<file path="src/rtl/cscs_defines.vh">
// shared constants for the card supply class selector
`ifndef CSCS_DEFINES_VH
`define CSCS_DEFINES_VH

// reference and card clock rates
`define CSCS_REF_CLK_MHZ     200
`define CSCS_CARD_CLK_MHZ    5
`define CSCS_CARD_CLK_MIN    1
`define CSCS_CARD_CLK_MAX    5
// ref cycles per card clock half period, 50 % duty
`define CSCS_HALF_CYC        (`CSCS_REF_CLK_MHZ / (2 * `CSCS_CARD_CLK_MHZ))

// class bitmap positions in the answer-to-reset class field
`define CSCS_CLS_A           0
`define CSCS_CLS_B           1
`define CSCS_CLS_C           2
`define CSCS_CLS_D           3
`define CSCS_CLS_E           4
`define CSCS_CLS_W           3

// sequencing counts
`define CSCS_PWR_REF_CYC     1000
`define CSCS_RST_CARD_CYC    400
`define CSCS_ATR_CARD_CYC    40000
`define CSCS_DEACT_REF_CYC   1000
`define CSCS_BAD_TRIES       3
`define CSCS_CNT_W           20
`define CSCS_CNT_ONE         20'h0_0001
`define CSCS_NONE            3'h0

`endif

</file>
<file path="src/rtl/cscs_clk_div.v">
// card clock divider with rising edge tick
`timescale 1ns/1ps
`include "cscs_defines.vh"
module cscs_clk_div #(
  parameter HALF = `CSCS_HALF_CYC
) (
  input  wire i_ref_clk,
  input  wire i_rst,
  input  wire i_run,
  output reg  o_card_clk,
  output reg  o_rise
);
  reg [7:0] cnt;

  // toggle every HALF ref cycles; held low while stopped so no runt pulse
  always @(posedge i_ref_clk) begin
    if (i_rst || !i_run) begin
      cnt        <= 8'h00;
      o_card_clk <= 1'b0;
      o_rise     <= 1'b0;
    end else if (cnt == HALF[7:0] - 8'h01) begin
      cnt        <= 8'h00;
      o_card_clk <= ~o_card_clk;   // equal halves
      o_rise     <= ~o_card_clk;
    end else begin
      cnt    <= cnt + 8'h01;
      o_rise <= 1'b0;
    end
  end
endmodule // cscs_clk_div

</file>
<file path="src/rtl/cscs_sequencer.v">
// card power-up sequencer with supply class selection
`timescale 1ns/1ps
`include "cscs_defines.vh"
module cscs_sequencer #(
  parameter HALF_CYC  = `CSCS_HALF_CYC,
  parameter PWR_CYC   = `CSCS_PWR_REF_CYC,
  parameter RST_CYC   = `CSCS_RST_CARD_CYC,
  parameter ATR_CYC   = `CSCS_ATR_CARD_CYC,
  parameter DEACT_CYC = `CSCS_DEACT_REF_CYC,
  parameter BAD_TRIES = `CSCS_BAD_TRIES
) (
  input  wire       i_ref_clk,
  input  wire       i_rst,
  input  wire       i_start,
  input  wire       i_stop,
  input  wire [2:0] i_term_cls,
  input  wire       i_atr_ok,
  input  wire       i_atr_bad,
  input  wire       i_atr_cls_vld,
  input  wire [7:0] i_atr_cls_fld,
  output reg        o_card_vcc_en,
  output reg  [2:0] o_vcc_sel,
  output reg        o_card_rst_n,
  output reg        o_card_clk,
  output reg        o_busy,
  output reg        o_ready,
  output reg        o_reject
);
  localparam ST_IDLE  = 3'd0;
  localparam ST_PWR   = 3'd1;
  localparam ST_RSTLO = 3'd2;
  localparam ST_ATR   = 3'd3;
  localparam ST_DEACT = 3'd4;
  localparam ST_READY = 3'd5;
  localparam ST_REJ   = 3'd6;

  localparam [`CSCS_CNT_W-1:0] PWR_N   = PWR_CYC;
  localparam [`CSCS_CNT_W-1:0] RST_N   = RST_CYC;
  localparam [`CSCS_CNT_W-1:0] ATR_N   = ATR_CYC;
  localparam [`CSCS_CNT_W-1:0] DEACT_N = DEACT_CYC;
  localparam [1:0]             BAD_N   = BAD_TRIES;

  reg [2:0]             state;
  reg [`CSCS_CNT_W-1:0] cnt;
  reg [2:0]             cls;        // one-hot, bit0 A, bit1 B, bit2 C
  reg [2:0]             pend_cls;
  reg [2:0]             term_cls;
  reg                   pend_rej;
  reg                   first;      // still in the first activation since start
  reg                   switched;   // moved to a card-indicated class
  reg                   bad_up;     // corrupted-answer escalation used
  reg [1:0]             bad_cnt;
  wire                  clk_run;
  wire                  div_clk;
  wire                  card_tick;

  ////////////////////////////////////////////////////////////////////////
  // class helpers

  // lowest voltage in a mask: C below B below A
  function [2:0] f_lowest;
    input [2:0] m;
    begin
      if (m[`CSCS_CLS_C])
        f_lowest = 3'h4;
      else if (m[`CSCS_CLS_B])
        f_lowest = 3'h2;
      else if (m[`CSCS_CLS_A])
        f_lowest = 3'h1;
      else
        f_lowest = `CSCS_NONE;
    end
  endfunction

  // next higher supported class; cur-1 sets all higher-voltage bits
  function [2:0] f_higher;
    input [2:0] cur;
    input [2:0] supp;
    begin
      f_higher = f_lowest(supp & (cur - 3'h1));
    end
  endfunction

  wire [2:0] up_cls   = f_higher(cls, term_cls);
  // reserved classes D and E cannot be applied, only A to C used
  wire [2:0] card_cls = f_lowest(i_atr_cls_fld[`CSCS_CLS_W-1:0] & term_cls);
  wire       listed   = !i_atr_cls_vld || ((i_atr_cls_fld[`CSCS_CLS_W-1:0] & cls) != 3'h0);

  ////////////////////////////////////////////////////////////////////////
  // card clock, sourced here in the reset-low, answer and ready states, not while the supply settles

  assign clk_run = (state == ST_RSTLO) || (state == ST_ATR) || (state == ST_READY);

  cscs_clk_div #(
    .HALF (HALF_CYC)
  ) u_div (
    .i_ref_clk  (i_ref_clk),
    .i_rst      (i_rst),
    .i_run      (clk_run),
    .o_card_clk (div_clk),
    .o_rise     (card_tick)
  );

  // extra register so the pin comes from a flop of this module;
  // gated by the run state so the clock drops in the same cycle as the supply
  always @(posedge i_ref_clk) begin
    if (i_rst)
      o_card_clk <= 1'b0;
    else
      o_card_clk <= div_clk & clk_run;   // HALF_CYC sets 1..5 MHz
  end

  ////////////////////////////////////////////////////////////////////////
  // activation sequencer

  always @(posedge i_ref_clk) begin
    if (i_rst) begin
      state    <= ST_IDLE;
      cnt      <= {`CSCS_CNT_W{1'b0}};
      cls      <= `CSCS_NONE;
      pend_cls <= `CSCS_NONE;
      term_cls <= `CSCS_NONE;
      pend_rej <= 1'b0;
      first    <= 1'b0;
      switched <= 1'b0;
      bad_up   <= 1'b0;
      bad_cnt  <= 2'h0;
    end else if (i_stop && state != ST_IDLE && state != ST_DEACT) begin
      // software abort: power down cleanly, then idle
      state    <= ST_DEACT;
      cnt      <= {`CSCS_CNT_W{1'b0}};
      pend_cls <= `CSCS_NONE;
      pend_rej <= 1'b0;
    end else begin
      case (state)
        ST_IDLE, ST_REJ: begin
          if (i_start) begin
            term_cls <= i_term_cls;
            cls      <= f_lowest(i_term_cls);
            first    <= 1'b1;
            switched <= 1'b0;
            bad_up   <= 1'b0;
            bad_cnt  <= 2'h0;
            cnt      <= {`CSCS_CNT_W{1'b0}};
            state    <= (f_lowest(i_term_cls) == `CSCS_NONE) ? ST_REJ : ST_PWR;
          end
        end
        ST_PWR: begin
          // supply settles before clock and reset move
          cnt <= cnt + `CSCS_CNT_ONE;
          if (cnt == PWR_N - `CSCS_CNT_ONE) begin
            cnt   <= {`CSCS_CNT_W{1'b0}};
            state <= ST_RSTLO;
          end
        end
        ST_RSTLO: begin
          if (card_tick) begin
            cnt <= cnt + `CSCS_CNT_ONE;
            if (cnt == RST_N - `CSCS_CNT_ONE) begin
              cnt   <= {`CSCS_CNT_W{1'b0}};
              state <= ST_ATR;
            end
          end
        end
        ST_ATR: begin
          // first string after reset release is taken as the answer
          if (i_atr_bad) begin
            cnt <= {`CSCS_CNT_W{1'b0}};
            if (bad_cnt != BAD_N - 2'h1) begin
              bad_cnt  <= bad_cnt + 2'h1;                 // same class again
              pend_cls <= cls;
              pend_rej <= 1'b0;
            end else if (!bad_up && up_cls != `CSCS_NONE) begin
              bad_cnt  <= 2'h0;                           // one step up only
              bad_up   <= 1'b1;
              pend_cls <= up_cls;
              pend_rej <= 1'b0;
            end else begin
              pend_rej <= 1'b1;                           // retries spent
            end
            state <= ST_DEACT;
          end else if (i_atr_ok) begin
            cnt     <= {`CSCS_CNT_W{1'b0}};
            bad_cnt <= 2'h0;
            if (listed) begin
              state <= ST_READY;
            end else if ((first || !switched) && card_cls != `CSCS_NONE) begin
              switched <= 1'b1;
              pend_cls <= card_cls;
              pend_rej <= 1'b0;
              state    <= ST_DEACT;
            end else begin
              pend_rej <= 1'b1;                           // no common class, or already switched
              state    <= ST_DEACT;
            end
          end else if (card_tick) begin
            cnt <= cnt + `CSCS_CNT_ONE;
            if (cnt == ATR_N - `CSCS_CNT_ONE) begin
              cnt      <= {`CSCS_CNT_W{1'b0}};
              bad_cnt  <= 2'h0;
              pend_cls <= up_cls;
              pend_rej <= (up_cls == `CSCS_NONE);         // classes exhausted
              state    <= ST_DEACT;
            end
          end
        end
        ST_DEACT: begin
          cnt <= cnt + `CSCS_CNT_ONE;
          if (cnt == DEACT_N - `CSCS_CNT_ONE) begin
            cnt   <= {`CSCS_CNT_W{1'b0}};
            first <= 1'b0;
            cls   <= pend_cls;
            if (pend_rej)
              state <= ST_REJ;
            else if (pend_cls == `CSCS_NONE)
              state <= ST_IDLE;
            else
              state <= ST_PWR;
          end
        end
        ST_READY: begin
          // class settled; held until stop
        end
        default: begin
          state <= ST_IDLE;
        end
      endcase
    end
  end

  ////////////////////////////////////////////////////////////////////////
  // registered pins and status

  always @(posedge i_ref_clk) begin
    if (i_rst) begin
      o_card_vcc_en <= 1'b0;
      o_vcc_sel     <= `CSCS_NONE;
      o_card_rst_n  <= 1'b0;
      o_busy        <= 1'b0;
      o_ready       <= 1'b0;
      o_reject      <= 1'b0;
    end else begin
      o_card_vcc_en <= (state == ST_PWR) || (state == ST_RSTLO) ||
                       (state == ST_ATR) || (state == ST_READY);
      o_vcc_sel     <= (state == ST_IDLE || state == ST_REJ || state == ST_DEACT) ?
                       `CSCS_NONE : cls;
      o_card_rst_n  <= (state == ST_ATR) || (state == ST_READY);
      o_busy        <= (state != ST_IDLE) && (state != ST_READY) && (state != ST_REJ);
      o_ready       <= (state == ST_READY);               // gate for other activity
      o_reject      <= (state == ST_REJ);
    end
  end
endmodule // cscs_sequencer

</file>
<file path="config.mk">
export PLATFORM = sky130hd
export DESIGN_NAME = cscs_sequencer
export DESIGN_NICKNAME = d
export VERILOG_FILES = /design/src/rtl/cscs_clk_div.v /design/src/rtl/cscs_sequencer.v
export VERILOG_INCLUDE_DIRS = /design/src /design/src/rtl
export SDC_FILE = /design/constraint.sdc
export NUM_CORES = 1
export LEC_CHECK = 0
export ABC_AREA = 1
export BUFFER_PORTS_ARGS = -buffer_cell sky130_fd_sc_hd__buf_2
export CAP_MARGIN = 20
export CORE_MARGIN = 5
export CORE_UTILIZATION = 50
export CTS_CLUSTER_SIZE = 25
export DETAILED_ROUTE_END_ITERATION = 6
export GPL_ROUTABILITY_DRIVEN = 0
export MAX_ROUTING_LAYER = met4
export PLACE_DENSITY = 0.69
export SLEW_MARGIN = 5
export SYNTH_ARGS = -nofsm -noshare
export SYNTH_HDL_FRONTEND = slang
export SYNTH_HIERARCHICAL = 1
export SYNTH_SLANG_ARGS = --single-unit
</file>
<file path="constraint.sdc">
create_clock -name i_ref_clk -period 3.45 [get_ports i_ref_clk]
set_clock_uncertainty 0.05 [all_clocks]
set_input_delay 0.5175 -clock i_ref_clk [delete_from_list [all_inputs] [get_ports i_ref_clk]]
set_output_delay 0.5175 -clock i_ref_clk [all_outputs]
set_load 0.02 [all_outputs]
</file>
* Word level (Yosys, flattened, before mapping) *
Cells that the tools add are included.

word-level totals
  bits in registers = 57
  input bits = 18
  output and inout bits = 9
  logic and storage cells = 199

cells by class
  $add $sub $neg = 4
  eq/ne operators = 40
  mux-type cells = 76
  bitwise gates (word level) = 8
  reduce and logical (&&, ||, !) cells = 50

operators by type and width
  operator                 count
  $mux W20                 8
  $mux W3                  28
  $pmux W20 S4             1
  $ne A2 B2 Y1 const B     13
  $ne A3 B3 Y1 const B     8
  $mux W1                  23
  $add A20 B1 Y20 const B  1
  $eq A20 B10 Y1 const B   1
  $eq A20 B16 Y1 const B   1
  $eq A20 B9 Y1 const B    1
  $mux W2                  10
  $pmux W3 S6              1
  $reduce_and A6 Y1        3
  $reduce_bool A3 Y1       6
  $reduce_and A8 Y1        2
  $logic_not A3 Y1         4
  $reduce_and A4 Y1        3
  $reduce_or A2 Y1         6
  $logic_or A1 B1 Y1       11
  $and A3 B3 Y3            3
  $eq A3 B3 Y1 const B     3
  $add A8 B1 Y8 const B    1
  $eq A8 B5 Y1 const B     1
  $ne A4 B4 Y1 const B     2
  21 further kinds         37

* Logic depth before layout (Yosys ltp) *
  depth in word-level cells = 12
  depth in mapped cells = 13
  mapped depth without buffers = 13

* By module *
Netlist, hierarchy kept.

modules (own cells, without submodules)
  module          times used  cells an instance  area each (sq um)  sequential area each (sq um)
  cscs_sequencer  1           441                2771.4             940.9
  cscs_clk_div    1           69                 493.0              200.2

* Least setup slack after synthesis *
No wires, ideal clock.

  kind = input-to-reg
  start = input i_atr_bad
  end = register, netlist name cnt[11]
  library setup time = 114 ps
  data arrival time = 1552 ps
  required time = 3286 ps
  slack = 1734 ps
  cell stages on the path = 11
  path buffers = 2
  path through = inv_1 -> nand2_1 -> nand2_1 -> nand2_2 -> nand2_4 -> nor2_4 -> buf_6 -> buf_8 -> nand4_1 -> a21oi_1 -> nor2_1

RTL lines
  item                line                 text
  start: declaration  cscs_sequencer.v:18  input wire i_atr_bad,

==> flow_summary.json <==
{
  "p_leak_nw": 1.62,
  "tns_ns": 0,
  "powerDensity_nw_per_um2": 670,
  "status": "completed",
  "cts_buffer_depth": 2,
  "min_period_over_period_pct": 67.8,
  "synth_fa_ha_area_share_pct": 1.15,
  "start_kind": "flop",
  "synthXorXnorAreaFrac_pct": 1.07,
  "placementRows": 29,
  "syn2layout_area_growth_pct": 10.7,
  "period_needed_ns": 2.34,
  "fillerInstances": 630,
  "die_w_um": 90.8,
  "seqPwrFrac_pct": 34.4,
  "p_int_w": 0.00137,
  "vias_per_cell": 5.15,
  "core_area_um2": 6350,
  "switching_share_pct": 43.4,
  "yosys_warnings": 6,
  "yosys.area_share.simple_pct": 41.3,
  "slew_headroom_pct": 66.3,
  "clkPwrFrac_pct": 25.7,
  "die_h_um": 90.8,
  "min_path_type": "flop to flop",
  "pre_cts_slack_ns": 0.963,
  "reg2reg_to": "cnt[14]",
  "arrival_ns": 2.50,
  "ys_seq_area_share_pct": 35.0,
  "gr-total-overflow": 0,
  "crit_start": "state[0]",
  "synthArstFlopShare_pct": 0,
  "synth_compound_area_share_pct": 11.1,
  "hold_viol": 0,
  "fin_nets": 558,
  "drtIter0Drc": 164,
  "hold_slack_ns": 0.415,
  "synth_area_per_cell_um2": 6.40,
  "synth_ff_type": "dfxtp_1",
  "drcViolationCount": 0,
  "drive_above_1_share_pct": 12.2,
  "critPathMaxFanout": 20,
  "clkTransAtPathRegs_ns": 0.07,
  "place.detailed.hpwl_um": 5860,
  "synth_area_um2": 3260,
  "worst-r2r-setup-slack_ns": 1.11,
  "cp.required_ns": 3.61,
  "finalWorstSetupSlack_ns": 1.11,
  "dr.pass1.iters": 4,
  "worst_pin_slew_ns": 0.504,
  "wl_per_cell_um": 12.5,
  "path_class": "flop to flop",
  "via_count": 3185,
  "cts_resized": 0,
  "clock_latency_ns": 0.34,
  "clock_sinks": 57,
  "cts-root-buf": "clkbuf_8",
  "port_buffers": 21,
  "post_cts_buffers": 0,
  "post-route-util_pct": 56.9,
  "detail_route.wirelength_um": 7710,
  "ant_nets": 0,
  "r2r_start": "state[0]",
  "peakVddDrop_uv": 406,
  "synth_edf_count": 0,
  "synthMuxAreaShare_pct": 0,
  "cts_tree": "yes",
  "reg2reg_depth": 9,
  "cts_buffers": 9,
  "grt_pass1_wl_um": 13400,
  "cts_hold_buf": 0,
  "synthCells": 510,
  "cap_violations": 0,
  "ios": 27,
  "grt_pass1_vias": 3116,
  "diodes": 0,
  "initial_core_util_pct": 51.4,
  "antenna_found_initial": 0,
  "synth_fp_nets": 531,
  "endpoint": "cnt[14]",
  "setup_violations": 0,
  "synth_top_family_by_area": "simple AND/OR/NAND/NOR gates",
  "pwr-share-comb_pct": 39.9,
  "dieArea_um2": 8240,
  "synth-seq-cells": 57,
  "htreeDepth": 3,
  "endpoint_kind": "flop",
  "timing.fmax_mhz": 428,
  "rsz0062_at_grt": "false",
  "grt_usage_pct": 19.9,
  "synthDistinctLibCells": 38,
  "p_switching_w": 0.00105,
  "drv_slew": 0,
  "grt_max_degree": 21
}
worst max-delay path, stage by stage (launching register included):
cell and delay [ns]:
dfxtp_1 0.54, inv_4 0.07, nand3_1 0.12, nand2_2 0.13, nand2_4 0.10, nand2_4 0.06, nor2_4 0.42, nand3_2 0.23
nand2_1 0.39, nor2_1 0.09
area by class of cell:
cell class              instances  area [um^2]  area share, %
clock buffers                  10          138           3.81
repair buffers                 22          113           3.12
multi-input cells             371         1780           49.3
well taps                      77         96.3           2.67
inverters                      76          288           7.96
flip-flops and latches         57         1140           31.6
clock inverters                 6         57.6           1.59
synthesized netlist by cell type, types with 2 or more instances:
cell type | number | area [um^2]
nor3_1 | 9 | 45.0
xor2_1 | 4 | 35.0
o21ai_0 | 18 | 90.1
nor2_4 | 3 | 33.8
nor4_1 | 4 | 25.0
dfxtp_1 | 57 | 1140
nand2_4 | 2 | 22.5
inv_1 | 73 | 274
nand3_2 | 4 | 40.0
nor2_2 | 2 | 12.5
o21ai_1 | 2 | 10.0
o31ai_1 | 2 | 15.0
nor3_2 | 2 | 20.0
nand3_1 | 40 | 200
nand4_1 | 12 | 75.1
inv_2 | 2 | 7.51
nor2_1 | 82 | 308
a21oi_2 | 4 | 35.0
or2_1 | 2 | 12.5
buf_6 | 2 | 22.5
nand3b_1 | 2 | 15.0
ha_1 | 3 | 37.5
nand2_1 | 130 | 488
nand2_2 | 6 | 37.5
a21oi_1 | 30 | 150
how the worst min path moves through the flow:
stage,depth (start not counted),slack (ns),start,endpoint
after floorplan,1,0.38,u_div/cnt[0],u_div/cnt[0]
after global placement,1,0.39,u_div/cnt[0],u_div/cnt[0]
after detailed placement,2,0.41,first,first
after CTS,2,0.42,first,first
after global routing,2,0.42,first,first
final,2,0.41,first,first
registers in the layout (all words and copies together) (netlist names), 2 cells and up:
signal     count
bad_cnt        2
cls            3
cnt           20
o_vcc_sel      3
pend_cls       3
state          3
term_cls       3
u_div/cnt      8
layout by cell type, fill, tap and decap left out:
master,count
a21oi_1,30
inv_4,1
o21ai_0,18
a31oi_1,1
nand4_2,1
o21a_1,1
nand3b_1,2
inv_2,2
or2_1,2
o21ai_4,1
o31ai_1,2
nor3_2,2
nand3_1,40
nand3_2,4
nand2_2,6
bufinv_16,1
nand2_4,2
inv_1,73
nor2_4,3
o2111ai_1,1
xor2_1,4
o21bai_1,1
buf_2,21
o22ai_1,1
nor4_1,4
nand2_1,130
clkinv_2,4
o221ai_1,1
clkinvlp_4,1
o21ai_1,2
ha_1,3
buf_4,1
dfxtp_1,57
nor2_1,82
nor2_2,2
a21oi_2,4
nor3_1,9
nand4_1,12
clkbuf_8,10
kinds of logic (layout without fill, tap and decap cells):
family,Yosys count,count (layout)
simple gates,301,301
buf+inv,82,114
compound gates,63,63
flops,57,57
xor+xnor,4,4
fa+ha+maj,3,3
power by group through the flow:
stage | registers [W] | clock network (W) | logic [W]
after floorplan | 0.000834 | 0 | 0.000793
after global placement | 0.000841 | 0 | 0.000946
after detailed placement | 0.000842 | 0 | 0.000960
after CTS | 0.000829 | 0.000634 | 0.000962
after global routing | 0.000843 | 0.000658 | 0.00110
final | 0.000832 | 0.000623 | 0.000967
routing by layer:
| layer | global-route usage [%] | wire, um | vias to the layer above |
|---|---|---|---|
| li1 | - | - | 1691 |
| met1 | 25.8 | 3880 | 1422 |
| met2 | 30.3 | 3390 | 62 |
| met3 | 3.58 | 292 | 10 |
| met4 | 9.05 | 155 | 0 |
| met5 | - | 0 | - |
through the flow:
step	area, um^2	power, W	instances
3_5_place_dp	3420	0.00180	603
2_1_floorplan	3260	0.00163	510
4_1_cts	3610	0.00242	619
6_report	3610	0.00242	619
3_3_place_gp	3420	0.00179	603
5_1_grt	3610	0.00260	619
(Power assumes the default switching activity.)
